### config.mk
export PLATFORM = sky130hd
export DESIGN_NAME = dfa_align
export DESIGN_NICKNAME = d
export VERILOG_FILES = /design/src/hdl/dfa_pkg.sv /design/src/hdl/dfa_edge_sync.sv /design/src/hdl/dfa_align.sv
export VERILOG_INCLUDE_DIRS = /design/src /design/src/hdl
export SDC_FILE = /design/constraint.sdc
export NUM_CORES = 1
export LEC_CHECK = 0
export ABC_CLOCK_PERIOD_IN_PS = 2800
export BUFFER_PORTS_ARGS = -buffer_cell sky130_fd_sc_hd__buf_4
export CAP_MARGIN = 20
export CORE_ASPECT_RATIO = 0.8
export CORE_MARGIN = 8
export CORE_UTILIZATION = 53
export DETAILED_ROUTE_END_ITERATION = 16
export PLACE_DENSITY_LB_ADDON = 0.05
export SKIP_LAST_GASP = 1
export SYNTH_ARGS = -nofsm -noshare
export SYNTH_HDL_FRONTEND = slang
export SYNTH_SLANG_ARGS = --single-unit
### constraint.sdc
create_clock -name clock -period 2.8 [get_ports clock]
set_input_delay 0.14 -clock clock [delete_from_list [all_inputs] [get_ports clock]]
set_output_delay 0.14 -clock clock [all_outputs]
set_load 0.03 [all_outputs]
### src/hdl/dfa_map.svh
// Register offsets, field positions, reset values and trims of the
// FIFO alignment control block.
// Assumes inclusion by its bare name from the block's design files.
`ifndef DFA_MAP_SVH
`define DFA_MAP_SVH

`define DFA_ADDR_ALIGN_CTRL  12'h220
`define DFA_ADDR_LAT3        12'h213
`define DFA_ALIGN_CTRL_RESET 8'h00
`define DFA_LAT3_RESET       5'h00
`define DFA_BIT_SYSREF_EN    0
`define DFA_BIT_STROBE_TRIG  1
`define DFA_LAT_TRIM_MODE0   6'h03
`define DFA_LAT_TRIM_OTHER   6'h01

`endif

### src/hdl/dfa_pkg.sv
// Types shared by the FIFO alignment control block.
// Assumes nothing of its surroundings.
`default_nettype none

package dfa_pkg;

  // Gray coded along idle, run, done.
  typedef enum logic [1:0] {
    MEAS_IDLE = 2'b00,
    MEAS_RUN  = 2'b01,
    MEAS_DONE = 2'b11
  } dfa_meas_state_type;

endpackage

`default_nettype wire

### src/hdl/dfa_edge_sync.sv
// Two-flop synchroniser for one asynchronous pin with rising edge detect.
// Assumes the pin is held at least two clock periods per level.
`default_nettype none

module dfa_edge_sync (
  input  wire logic clock,
  input  wire logic srst,
  input  wire logic async_in,
  output logic      level,
  output logic      rise
);

  logic meta_reg;
  logic sync_reg;
  logic last_reg;

  always_ff @(posedge clock) begin
    if (srst) begin
      meta_reg <= 1'b0;
      sync_reg <= 1'b0;
      last_reg <= 1'b0;
    end else begin
      meta_reg <= async_in;
      sync_reg <= meta_reg;
      last_reg <= sync_reg;
    end
  end

  assign level = sync_reg;
  assign rise  = sync_reg & ~last_reg;

endmodule

`default_nettype wire

### src/hdl/dfa_align.sv
// FIFO alignment control between the LVDS receive side and the DAC clock.
// Assumes a register port driven on the DAC clock, pins sysref and the
// two LVDS bank clocks asynchronous, all other inputs on the DAC clock.
//
// Behaviour
// - Read-only five-bit field reports FIFO 3 start delay matching arrival.
// - Value is DAC clocks sysref-to-first-sample minus 3 (mode 0) or 1.
// - Writing one to the trigger bit while it is zero realigns once.
// - Strobe alignment references bank 0 when in use, else bank 2.
// - Alignment to the LVDS receiver never repeats on its own.
// - A strobe alignment that moves the FIFO raises realigned alarm.
// - Strobe alignment uses the receiver's present phase, no strobe wait.
// - After sysref sync, trigger ignored until reset or datapath off.
// - With sysref realign enabled, every sysref edge realigns the FIFO.
// - Misaligned sysref edge while enabled raises realigned alarm, realigns.
// - With sysref realign disabled, sysref edges leave alignment alone.
// - Every misaligned sysref edge raises the misalign alarm.
// - A sysref edge near the enable write may be taken either way.
// - Start delay gives DAC clocks from sysref to expected first read.
`include "dfa_map.svh"
`default_nettype none

module dfa_align #(
  parameter int PHASE_W = 3
) (
  input  wire logic                clock,
  input  wire logic                srst,
  input  wire logic                reg_wr_en,
  input  wire logic [11:0]         reg_addr,
  input  wire logic [7:0]          reg_wr_data,
  output logic      [7:0]          reg_rd_data,
  input  wire logic                sysref,
  input  wire logic                lvds_clk_bank0,
  input  wire logic                lvds_clk_bank2,
  input  wire logic                bank0_in_use,
  input  wire logic                lvds_mode_zero,
  input  wire logic                datapath_enable,
  input  wire logic                first_sample,
  input  wire logic [4:0]          fifo_start_delay,
  input  wire logic                realigned_clear,
  input  wire logic                misalign_clear,
  output logic                     clock_realigned_alarm,
  output logic                     clock_misalign_alarm,
  output logic [PHASE_W-1:0]       read_phase,
  output logic                     read_start,
  output var dfa_pkg::dfa_meas_state_type meas_state
);
  import dfa_pkg::*;

  logic [2:0] pin_rise;
  wire  [2:0] pin_async = {lvds_clk_bank2, lvds_clk_bank0, sysref};

  genvar gi;
  generate
    for (gi = 0; gi < 3; gi++) begin : g_pin
      dfa_edge_sync u_sync (
        .clock    (clock),
        .srst     (srst),
        .async_in (pin_async[gi]),
        .level    (),
        .rise     (pin_rise[gi])
      );
    end
  endgenerate

  logic [7:0]         ctrl_reg;
  logic [PHASE_W-1:0] phase_reg;
  logic [PHASE_W-1:0] phase_next;
  logic [PHASE_W-1:0] bank_phase_reg [2];
  logic               synced_reg;
  logic               realigned_reg;
  logic               misalign_reg;
  logic [5:0]         meas_cnt_reg;
  logic [4:0]         lat3_reg;
  logic [7:0]         rd_data_reg;
  logic               start_reg;
  dfa_meas_state_type meas_reg;
  dfa_meas_state_type meas_next;

  // Each bank's receiver phase is the read phase at its latest clock edge.
  always_ff @(posedge clock) begin
    if (srst) begin
      bank_phase_reg[0] <= '0;
      bank_phase_reg[1] <= '0;
    end else begin
      if (pin_rise[1]) bank_phase_reg[0] <= phase_reg;
      if (pin_rise[2]) bank_phase_reg[1] <= phase_reg;
    end
  end

  wire ctrl_wr   = reg_wr_en && (reg_addr == `DFA_ADDR_ALIGN_CTRL);
  wire sysref_en = ctrl_reg[`DFA_BIT_SYSREF_EN];
  // Only the zero-to-one write of the trigger acts, so the FIFO is never
  // pulled again by the drifting asynchronous LVDS clock.
  wire trig_write = ctrl_wr && reg_wr_data[`DFA_BIT_STROBE_TRIG]
                    && !ctrl_reg[`DFA_BIT_STROBE_TRIG];
  wire strobe_go  = trig_write && !synced_reg;
  wire [PHASE_W-1:0] ref_phase =
    bank0_in_use ? bank_phase_reg[0] : bank_phase_reg[1];
  wire strobe_moves = strobe_go && (ref_phase != '0);
  wire sysref_rise  = pin_rise[0];
  wire sysref_miss  = sysref_rise && (phase_reg != '0);
  // The enable is sampled in the same cycle as the synchronised edge, so an
  // edge landing close to the enable write may be taken or not.
  wire sysref_go    = sysref_rise && sysref_en;

  always_comb begin
    phase_next = phase_reg + 1'b1;
    if (sysref_go) begin
      phase_next = PHASE_W'(1);
    end else if (strobe_go) begin
      phase_next = PHASE_W'(phase_reg - ref_phase + 1'b1);
    end
  end

  always_ff @(posedge clock) begin
    if (srst) begin
      ctrl_reg  <= `DFA_ALIGN_CTRL_RESET;
      phase_reg <= '0;
    end else begin
      if (ctrl_wr) ctrl_reg <= reg_wr_data;
      phase_reg <= phase_next;
    end
  end

  // Once sysref has aligned the system, the strobe trigger is locked out.
  always_ff @(posedge clock) begin
    if (srst || !datapath_enable) begin
      synced_reg <= 1'b0;
    end else if (sysref_go) begin
      synced_reg <= 1'b1;
    end
  end

  // Sticky alarms: a new event in the clearing cycle wins.
  always_ff @(posedge clock) begin
    if (srst) begin
      realigned_reg <= 1'b0;
      misalign_reg  <= 1'b0;
    end else begin
      if (strobe_moves || (sysref_go && sysref_miss)) begin
        realigned_reg <= 1'b1;
      end else if (realigned_clear) begin
        realigned_reg <= 1'b0;
      end
      if (sysref_miss) begin
        misalign_reg <= 1'b1;
      end else if (misalign_clear) begin
        misalign_reg <= 1'b0;
      end
    end
  end

  // Latency from any synchronised sysref edge while the datapath is enabled, sysref realign on or off, to the first sample.
  wire [5:0] lat_trim = lvds_mode_zero ? `DFA_LAT_TRIM_MODE0
                                       : `DFA_LAT_TRIM_OTHER;
  wire [5:0] lat_raw  = (meas_cnt_reg > lat_trim) ? 6'(meas_cnt_reg - lat_trim)
                                                  : 6'h00;
  wire [4:0] lat_sat  = lat_raw[5] ? 5'h1f : lat_raw[4:0];
  wire meas_begin = sysref_rise && datapath_enable;
  wire meas_stop  = (meas_reg == MEAS_RUN) && first_sample;
  wire start_hit  = (meas_reg == MEAS_RUN)
                    && (meas_cnt_reg == {1'b0, fifo_start_delay});

  always_comb begin
    meas_next = meas_reg;
    unique case (meas_reg)
      MEAS_IDLE: if (meas_begin) meas_next = MEAS_RUN;
      MEAS_RUN:  if (meas_stop) meas_next = MEAS_DONE;
      MEAS_DONE: if (meas_begin) meas_next = MEAS_RUN;
      default:   meas_next = MEAS_IDLE;
    endcase
  end

  always_ff @(posedge clock) begin
    if (srst) begin
      meas_reg     <= MEAS_IDLE;
      meas_cnt_reg <= '0;
      lat3_reg     <= `DFA_LAT3_RESET;
      start_reg    <= 1'b0;
    end else begin
      meas_reg  <= meas_next;
      start_reg <= start_hit;
      if (meas_begin) begin
        meas_cnt_reg <= '0;
      end else if (meas_reg == MEAS_RUN && meas_cnt_reg != 6'h3f) begin
        meas_cnt_reg <= meas_cnt_reg + 1'b1;
      end
      if (meas_stop) lat3_reg <= lat_sat;
    end
  end

  // Register reads; unmapped addresses return zero.
  wire [7:0] rd_mux = (reg_addr == `DFA_ADDR_ALIGN_CTRL) ? ctrl_reg :
                      (reg_addr == `DFA_ADDR_LAT3) ? {3'h0, lat3_reg} :
                      8'h00;

  always_ff @(posedge clock) begin
    if (srst) rd_data_reg <= 8'h00;
    else      rd_data_reg <= rd_mux;
  end

  assign reg_rd_data           = rd_data_reg;
  assign clock_realigned_alarm = realigned_reg;
  assign clock_misalign_alarm  = misalign_reg;
  assign read_phase            = phase_reg;
  assign read_start            = start_reg;
  assign meas_state            = meas_reg;
endmodule

`default_nettype wire

== Word level (Yosys, flattened, before mapping) ==
Memory sizes are Yosys's and may differ from the RTL's.
Cells that the tools add are included.

* Register bits after elaboration: 45
* RAM bits: 6
* Input port bits: 37
* Output and inout bits: 16
* Word-level logic and storage cells: 94
* Memories kept: 1

{| class="wikitable"
|+ Memory list
! memory !! words !! bits a word !! read ports !! clocked after Yosys merged registers in !! wr ports !! line !! RTL
|-
| bank_phase_reg || 2 || 3 || 2 || 0 || 2 || dfa_align.sv:69 || <nowiki>logic [PHASE_W-1:0] bank_phase_reg [2];</nowiki>
|}

* Add/subtract/negate cells: 5
* Magnitude comparators: 1
* Equality and inequality tests: 8
* Mux-type cells: 25
* Bitwise operators: 8
* Reductions and logical operators: 26

{| class="wikitable"
|+ Operators with widths
! operator !! number
|-
| == test 12 x 10 -> 1 bit, second input constant || 2
|-
| two-way mux 1 bit || 13
|-
| logical AND 1 bit || 12
|-
| two-way mux 3 bit || 4
|-
| two-way mux 5 bit || 2
|-
| two-way mux 8 bit || 1
|-
| adder 3 x 1 -> 3 bit, second input constant || 2
|-
| adder 6 x 1 -> 6 bit, second input constant || 1
|-
| == test 6 x 5 -> 1 bit || 1
|-
| > comparator 6 x 2 -> 1 bit || 1
|-
| two-way mux 2 bit || 3
|-
| two-way mux 6 bit || 1
|-
| != test 6 bit, second input constant || 1
|-
| nonzero test 3 bit || 2
|-
| OR reduction 2 bit || 3
|-
| subtractor 6 x 2 -> 6 bit || 1
|-
| one-hot mux 2 bit (2 select lines) || 1
|-
| nonzero test 2 bit || 2
|-
| bitwise AND 1 bit || 3
|-
| zero test 1 bit || 3
|-
| NOT 1 bit || 3
|-
| subtractor 3 bit || 1
|-
| == test 2 x 1 -> 1 bit, second input constant || 1
|-
| == test 2 bit, second input constant || 1
|-
| other kinds (6) || 8
|}

== Depth between registers and ports, before layout ==
Gate-level depths: netlist (run 1).

* Word-level depth: 8
* Mapped depth: 8
* Depth with buffers taken out: 8

== Modules after synthesis ==
From an unflattened synthesis (run 1), not the netlist that was laid out.

* Cell total of the unflattened synthesis: 225
* Area total of the unflattened synthesis: 2,353.5 µm²

{| class="wikitable"
|+ By module, submodules not included
! module !! instances !! cells an instance !! area each (µm²) !! sequential area each (µm²)
|-
| dfa_align || 1 || 204 || 2,090.8 || 900.9
|-
| dfa_edge_sync || 3 || 7 || 87.6 || 60.1
|}

== Worst setup path before layout (run 1) ==
OpenSTA, ideal clock, no wires.

* Path type: register to register
* Start: register phase_reg[1] (netlist: read_phase[1])
* End: register phase_reg[2] (netlist: read_phase[2])
* Library setup time: 123 ps
* Arrival time: 1,824 ps
* Data required time: 2,677 ps
* Path slack: 852 ps
* Cell stages (with the launch flop): 9
* Path buffers: 0
* Clock period less this slack: 1,948 ps
* Cells stage by stage: dfxtp_1 inv_1 ha_1 inv_1 ha_1 xor2_1 xnor2_1 mux2i_1 mux2_1

* Cells in the longest elaborated chain, start to end: 3
* Elaborated cells on any way between the ends: 4
* Classes of those cells: 3 x add/sub; 1 x mux

{| class="wikitable"
|+ Ends and longest elaborated chain
! what !! line !! RTL
|-
| start, declared || dfa_align.sv:67 || <nowiki>logic [PHASE_W-1:0] phase_reg;</nowiki>
|-
| start signal, assigned || dfa_align.sv:122 || <nowiki>phase_reg <= phase_next;</nowiki>
|-
| subtractor 3 bit || dfa_align.sv:112 || <nowiki>phase_next = PHASE_W'(phase_reg - ref_phase + 1'b1);</nowiki>
|-
| adder 3 x 1 -> 3 bit || dfa_align.sv:112 ||
|-
| two-way mux 3 bit (*) || dfa_align.sv:111 || <nowiki>end else if (strobe_go) begin</nowiki>
|}

Every way passes the cells marked *; elsewhere a longest branch is shown, timed or not.
A chain may end at the register's enable or synchronous reset.

==> impl_metrics.toml, run 1 <==
[global_routing]
grt.met2_usage_pct = 21.7
grt.overflow.total = 0
gr-max-usage-layer = "met2"
grt_pass1_vias = 1655
grt.met1_usage_pct = 18.6
met3_usage_pct = 5.91
grtUsageTotal_pct = 14.4
grt_start_max_net_pins = 40
grt_pass1_wl_mm = 7.82
antenna_found_initial = 0

[place]
dp_hpwl_mm = 3.60
io_buffers = 52
dp_cells = 327
pre_cts_ws_ns = 0.736
place_congestion = 0.780

[die]
die-area_um2 = 6850
die_x_um = 90.6
die_h_um = 75.7
io_pins = 53
rows = 21
core_area_um2 = 4230
start_util_pct = 55.8

[clock_network]
cts.clk_slew.worst_paths_ns = 0.09
cts_tree = "built"
cts_setup_buffers = 0
insertion_delay_ns = 0.30
cts_buffer_depth = 2
cts_buffers = 5
root_buffer = "clkbuf_8"
ctsResizeCount = 0
clock-sinks = 51
cts_hold_buf = 0
htreeDepth = 2

[worst_setup_path]
path_common_cell = "ha_1"
crit_family = "multiplexers"
path_buf_inv = 1
crit_slowest_cell = "edfxtp_1"
cp.required_ns = 2.99
slowest_delay_ns = 0.36
worstSetupPathType = "flop to flop"
crit_chain = "mux2_2 -> ha_1 -> inv_1 -> ha_1 -> xor2_1 -> xnor2_1 -> mux2i_1 -> mux2_1"
start_kind = "flop"
cp_max_fo = 2
crit_arrival_ns = 2.26
end_kind = "flop"

[synthesis]
ys_seq_area_share_pct = 45.8
synth_edf_count = 6
async_flop_share_pct = 0
ys_warn_count = 0
ys_types = 44
synth_flop_cell = "dfxtp_1"
synth_nets = 273
avgSynthCellArea_um2 = 10.5
syn_inst = 225
ys_ff_latch = 51
syn-cell-area_um2 = 2360

[layout]
layout_common_cells = "52 x buf_4, 45 x dfxtp_1, 23 x nor2_1"
fin_nets = 325
diodes = 0
layout-drive-gt1-share_pct = 24.1
area_delta_synth_final_pct = 21.7
final_cells = 335
utilization_pct = 67.8
mostFrequentLayoutCell = "buf_4"

[sta]
rsz0062_at_grt = "no"
worst_slew_pin_slew_ns = 0.472
fin_crit_sh_pct = 73.9
fmax_mhz = 483
min_period_ns = 2.07
holdWs_ns = 0.0535
setup_tns_ns = 0
finClkSkew_ns = 0.00636
slew_headroom_pct = 68.5
hold_viol = 0
worst_slack_ns = 0.730
slew_violations = 0
setup_viol = 0

[pwr]
vdd_ir_drop_max_mv = 0.462
combPwrFrac_pct = 24.6
power_density_nw_per_um2 = 569
p_leak_nw = 1.29
intPower_mw = 1.16
swShare_pct = 28.7
power_frac_clock_pct = 24.3
power_switching_mw = 0.469
p_seq_share_pct = 51.1

[route]
wirelength_mm = 4.63
drt_first_pass_iters = 4
route.detailed.drc = 0
vias = 1682
wire_per_inst_um = 13.8
ant_nets = 0
vias_per_cell = 5.02
drtIter0Drc = 70

[run]
cap_violations = 0

[worst_hold_path]
worstHoldPathType = "input port to flop"

[run_status]
status = "complete, no violations"
==> per-layer routing <==
| metal | vias up | share of wire, % |
|---|---|---|
| met5 | - | 0 |
| met4 | 0 | 1.0 |
| met3 | 4 | 6.2 |
| met2 | 42 | 41 |
| met1 | 753 | 52 |
| li1 | 883 | - |
==> worst register-to-register path, stage by stage (launching register included) <==
cell,delay (ns)
edfxtp_1,0.36
mux2_2,0.29
ha_1,0.28
inv_1,0.04
ha_1,0.20
xor2_1,0.15
xnor2_1,0.14
mux2i_1,0.16
mux2_1,0.33
==> cell families (layout without fill, tap and decap cells) <==
logic type                 after synthesis  in the layout  synth area share [%]
and+or+nand+nor                         88             88                  24.2
buffers and inverters                   16             69                  2.71
DFF                                     51             51                  45.8
AOI/OAI and AO/OA                       29             29                  8.91
adders and majority gates               11             11                  6.15
xor gates and xnor gates                13             13                  4.83
muxes                                   17             17                  7.37
==> power by group through the flow <==
stage	Combinational [mW]	Sequential [mW]	Clock, mW
final	0.401	0.834	0.397
after global routing	0.452	0.845	0.436
after CTS	0.406	0.834	0.410
after detailed placement	0.404	0.851	0
after global placement	0.398	0.850	0
after floorplan	0.256	0.873	0
==> per-stage QoR <==
step           power [mW]  area, µm²
3_5_place_dp         1.25       2790
4_1_cts              1.65       2870
6_report             1.63       2870
2_1_floorplan        1.13       2360
3_3_place_gp         1.25       2790
5_1_grt              1.73       2870
==> layout make-up <==
| type | count | area (µm²) |
|---|---|---|
| clock buffers | 8 | 80.1 |
| fillers | 365 | 1360 |
| inverters | 9 | 33.8 |
| multi-input cells | 158 | 1210 |
| flip-flops and latches | 51 | 1080 |
| well taps | 57 | 71.3 |
| repair buffers | 52 | 390 |
==> Yosys cell counts, types with 2 or more instances <==
cell type	instances	area share, %
nor4b_4	2	2.0
a21oi_1	8	1.7
buf_2	2	0.42
nor2b_1	13	3.4
nand3b_1	3	0.95
nand2b_1	11	2.9
mux2_2	2	0.95
o21ai_0	2	0.42
mux2i_1	14	5.9
xnor2_1	9	3.3
a2bb2oi_1	5	1.9
o211ai_1	2	0.64
ha_1	10	5.3
inv_1	9	1.4
nand4_4	2	1.8
nand2_1	6	0.95
edfxtp_1	6	7.6
a211oi_1	2	0.64
xor2_1	4	1.5
nor3b_1	3	0.95
nor3_1	5	1.1
and2_1	8	2.1
dfxtp_1	45	38
nor2_1	23	3.7
clkbuf_1	4	0.64
nand3_1	3	0.64
o2bb2ai_1	5	1.9
==> final timing paths <==
check                                                          from                                  end  slack, ns  cells after the start
worst max-delay path                 bank_phase_reg[0][1]$_DFFE_PP_             read_phase[2]$_SDFF_PP0_       0.73                      8
worst min-delay path                                 lvds_clk_bank0  g_pin[1].u_sync.meta_reg$_SDFF_PP0_       0.05                      2
worst max register to register       bank_phase_reg[0][1]$_DFFE_PP_             read_phase[2]$_SDFF_PP0_       0.73                      8
worst min register to register  g_pin[2].u_sync.meta_reg$_SDFF_PP0_     g_pin[2].u_sync.level$_SDFF_PP0_       0.44                      1
Power figures use the tool's default switching activity.
==> inputs of run 2 (changes only) <==
--- a/config.mk
+++ b/config.mk
@@ -6,12 +6,12 @@
 export SDC_FILE = /design/constraint.sdc
 export NUM_CORES = 1
 export LEC_CHECK = 0
-export ABC_CLOCK_PERIOD_IN_PS = 2800
+export ABC_CLOCK_PERIOD_IN_PS = 1700
 export BUFFER_PORTS_ARGS = -buffer_cell sky130_fd_sc_hd__buf_4
 export CAP_MARGIN = 20
 export CORE_ASPECT_RATIO = 0.8
 export CORE_MARGIN = 8
-export CORE_UTILIZATION = 53
+export CORE_UTILIZATION = 48
 export DETAILED_ROUTE_END_ITERATION = 16
 export PLACE_DENSITY_LB_ADDON = 0.05
 export SKIP_LAST_GASP = 1
==> constraint.sdc (replaced) <==
create_clock -name clock -period 1.7 [get_ports clock]
set_input_delay 0.085 -clock clock [delete_from_list [all_inputs] [get_ports clock]]
set_output_delay 0.085 -clock clock [all_outputs]
set_load 0.03 [all_outputs]
==> impl_metrics.toml, run 2 (synthesis results as in run 1) <==
[run_status]
status = "finished, violations left"
violations = "negative setup slack"

[layout]
utilization_pct = 65.5
stdcell_area_um2 = 3050
layout_common_cells = "65 x buf_4, 44 x dfxtp_1, 23 x nor2_1"
mostFrequentLayoutCell = "buf_4"
area_delta_synth_final_pct = 29.3
fin_nets = 341
diodes = 0
layout-drive-gt1-share_pct = 30.3

[route]
route.detailed.drc = 0
ant_nets = 0
wirelength_mm = 4.88
drt_first_pass_iters = 4
drtIter0Drc = 36
vias = 1784
vias_per_cell = 5.04
wire_per_inst_um = 13.8

[clock_network]
cts.clk_slew.worst_paths_ns = 0.10
cts_tree = "built"
insertion_delay_ns = 0.30
root_buffer = "clkbuf_8"
htreeDepth = 2
cts_setup_buffers = 0
cts_buffers = 5
clock-sinks = 51
cts_buffer_depth = 2

[die]
die_x_um = 94.4
io_pins = 53
rows = 22
core_area_um2 = 4650
die-area_um2 = 7430
start_util_pct = 50.7
die_h_um = 78.7

[worst_setup_path]
r2r_slack_ns = -0.28
cp.required_ns = 1.89
path_common_cell = "ha_4"
crit_slowest_cell = "edfxtp_1"
end_kind = "flop"
start_kind = "flop"
slowest_delay_ns = 0.39
r2r_end = "read_phase[2]$_SDFF_PP0_"
crit_chain = "mux2_4 -> ha_4 -> inv_2 -> ha_4 -> xor2_1 -> xnor2_1 -> mux2i_1 -> mux2_1"
cp_max_fo = 2
timing.rr.start = "bank_phase_reg[0][1]$_DFFE_PP_"
crit_arrival_ns = 2.17
reg2regPathDepth = 8
worstSetupPathType = "flop to flop"

[sta]
slew_headroom_pct = 72.4
fmax_mhz = 505
fin_crit_sh_pct = 117
rsz0062_at_grt = "yes"
hold_viol = 0
worst_slack_ns = -0.282
worst_slew_pin_slew_ns = 0.412
slew_violations = 0
setup_viol = 1
min_period_ns = 1.98
finClkSkew_ns = 0.00670

[place]
place_area_um2 = 2920
io_buffers = 52
dp_hpwl_mm = 3.78
place_congestion = 0.804

[pwr]
vdd_ir_drop_max_mv = 0.974
p_leak_nw = 1.38
power_density_nw_per_um2 = 934

[global_routing]
grt.overflow.total = 0
grt_pass1_wl_mm = 8.04
grt_start_max_net_pins = 39
grtUsageTotal_pct = 13.3
antenna_found_initial = 0
grt_pass1_vias = 1721

[worst_hold_path]
min_path_cells = 3
whs_endpoint = "ctrl_reg[7]$_SDFFE_PP0N_"
hold_path_startpoint = "reg_wr_data[7]"
worstHoldPathType = "input port to flop"

[run]
cap_violations = 0
[run 2: cell type report]
type / count / area [µm²]
clock buffer: 5 / 68.8
clock inverter: 3 / 22.5
fill: 392 / 1600
inverter: 9 / 33.8
multi-input combinational: 158 / 1250
sequential: 51 / 1080
tap: 60 / 75.1
timing repair buffer: 68 / 518
[run 2: worst max path at each step]
stage / depth (start not counted) / slack [ns] / from / end
6_report: 8 / -0.28 / bank_phase_reg[0][1]$_DFFE_PP_ / read_phase[2]$_SDFF_PP0_
5_1_grt: 8 / -0.35 / bank_phase_reg[0][1]$_DFFE_PP_ / read_phase[2]$_SDFF_PP0_
4_1_cts: 8 / -0.30 / bank_phase_reg[0][1]$_DFFE_PP_ / read_phase[2]$_SDFF_PP0_
3_5_place_dp: 8 / -0.29 / bank_phase_reg[0][1]$_DFFE_PP_ / read_phase[2]$_SDFF_PP0_
3_3_place_gp: 8 / -0.23 / bank_phase_reg[0][4]$_DFFE_PP_ / read_phase[2]$_SDFF_PP0_
2_1_floorplan: 8 / -0.19 / bank_phase_reg[0][4]$_DFFE_PP_ / read_phase[2]$_SDFF_PP0_
[run 2: per-stage QoR]
step / total power, mW / TNS, ns / std cells / hold slack [ns] / worst slack, ns
2_1_floorplan: 1.87 / -0.194 / 225 / 0.213 / -0.194
3_3_place_gp: 2.14 / -0.227 / 343 / 0.298 / -0.227
3_5_place_dp: 2.16 / -0.287 / 343 / 0.301 / -0.287
4_1_cts: 2.87 / -0.300 / 354 / 0.00227 / -0.300
5_1_grt: 3.02 / -0.345 / 354 / 0.0106 / -0.345
6_report: 2.85 / -0.282 / 354 / 0.00583 / -0.282
[run 2: timing repair]
item                                   4_1_cts  5_1_grt
hold buffers                                 3        0
setup endpoints to repair                    1        6
endpoints found under the hold margin        3        0
resized for setup                            0        2
pin swaps                                    3        3
[run 2: critical path, delay by kind of cell, from the launching register on]
kind	cells	cell delay, ns
xor gates and xnor gates	2	0.27
muxes	3	0.77
adders and majority gates	2	0.41
DFF	1	0.39
buffers and inverters	1	0.04
[run 2: report_power, final]
group | switching [mW] | total [mW] | leakage (nW) | internal (mW)
Clock | 0.410 | 0.709 | 0.0489 | 0.298
Sequential | 0.0386 | 1.34 | 0.429 | 1.30
Combinational | 0.404 | 0.798 | 0.897 | 0.394
[run 2: layer usage]
| layer | part of all wire (%) | vias to the layer above | GRT usage [%] |
|---|---|---|---|
| li1 | - | 922 | - |
| met1 | 49 | 805 | 17.4 |
| met2 | 42 | 52 | 20.1 |
| met3 | 7.8 | 5 | 4.51 |
| met4 | 0.78 | 0 | 3.79 |
| met5 | 0 | - | 0 |
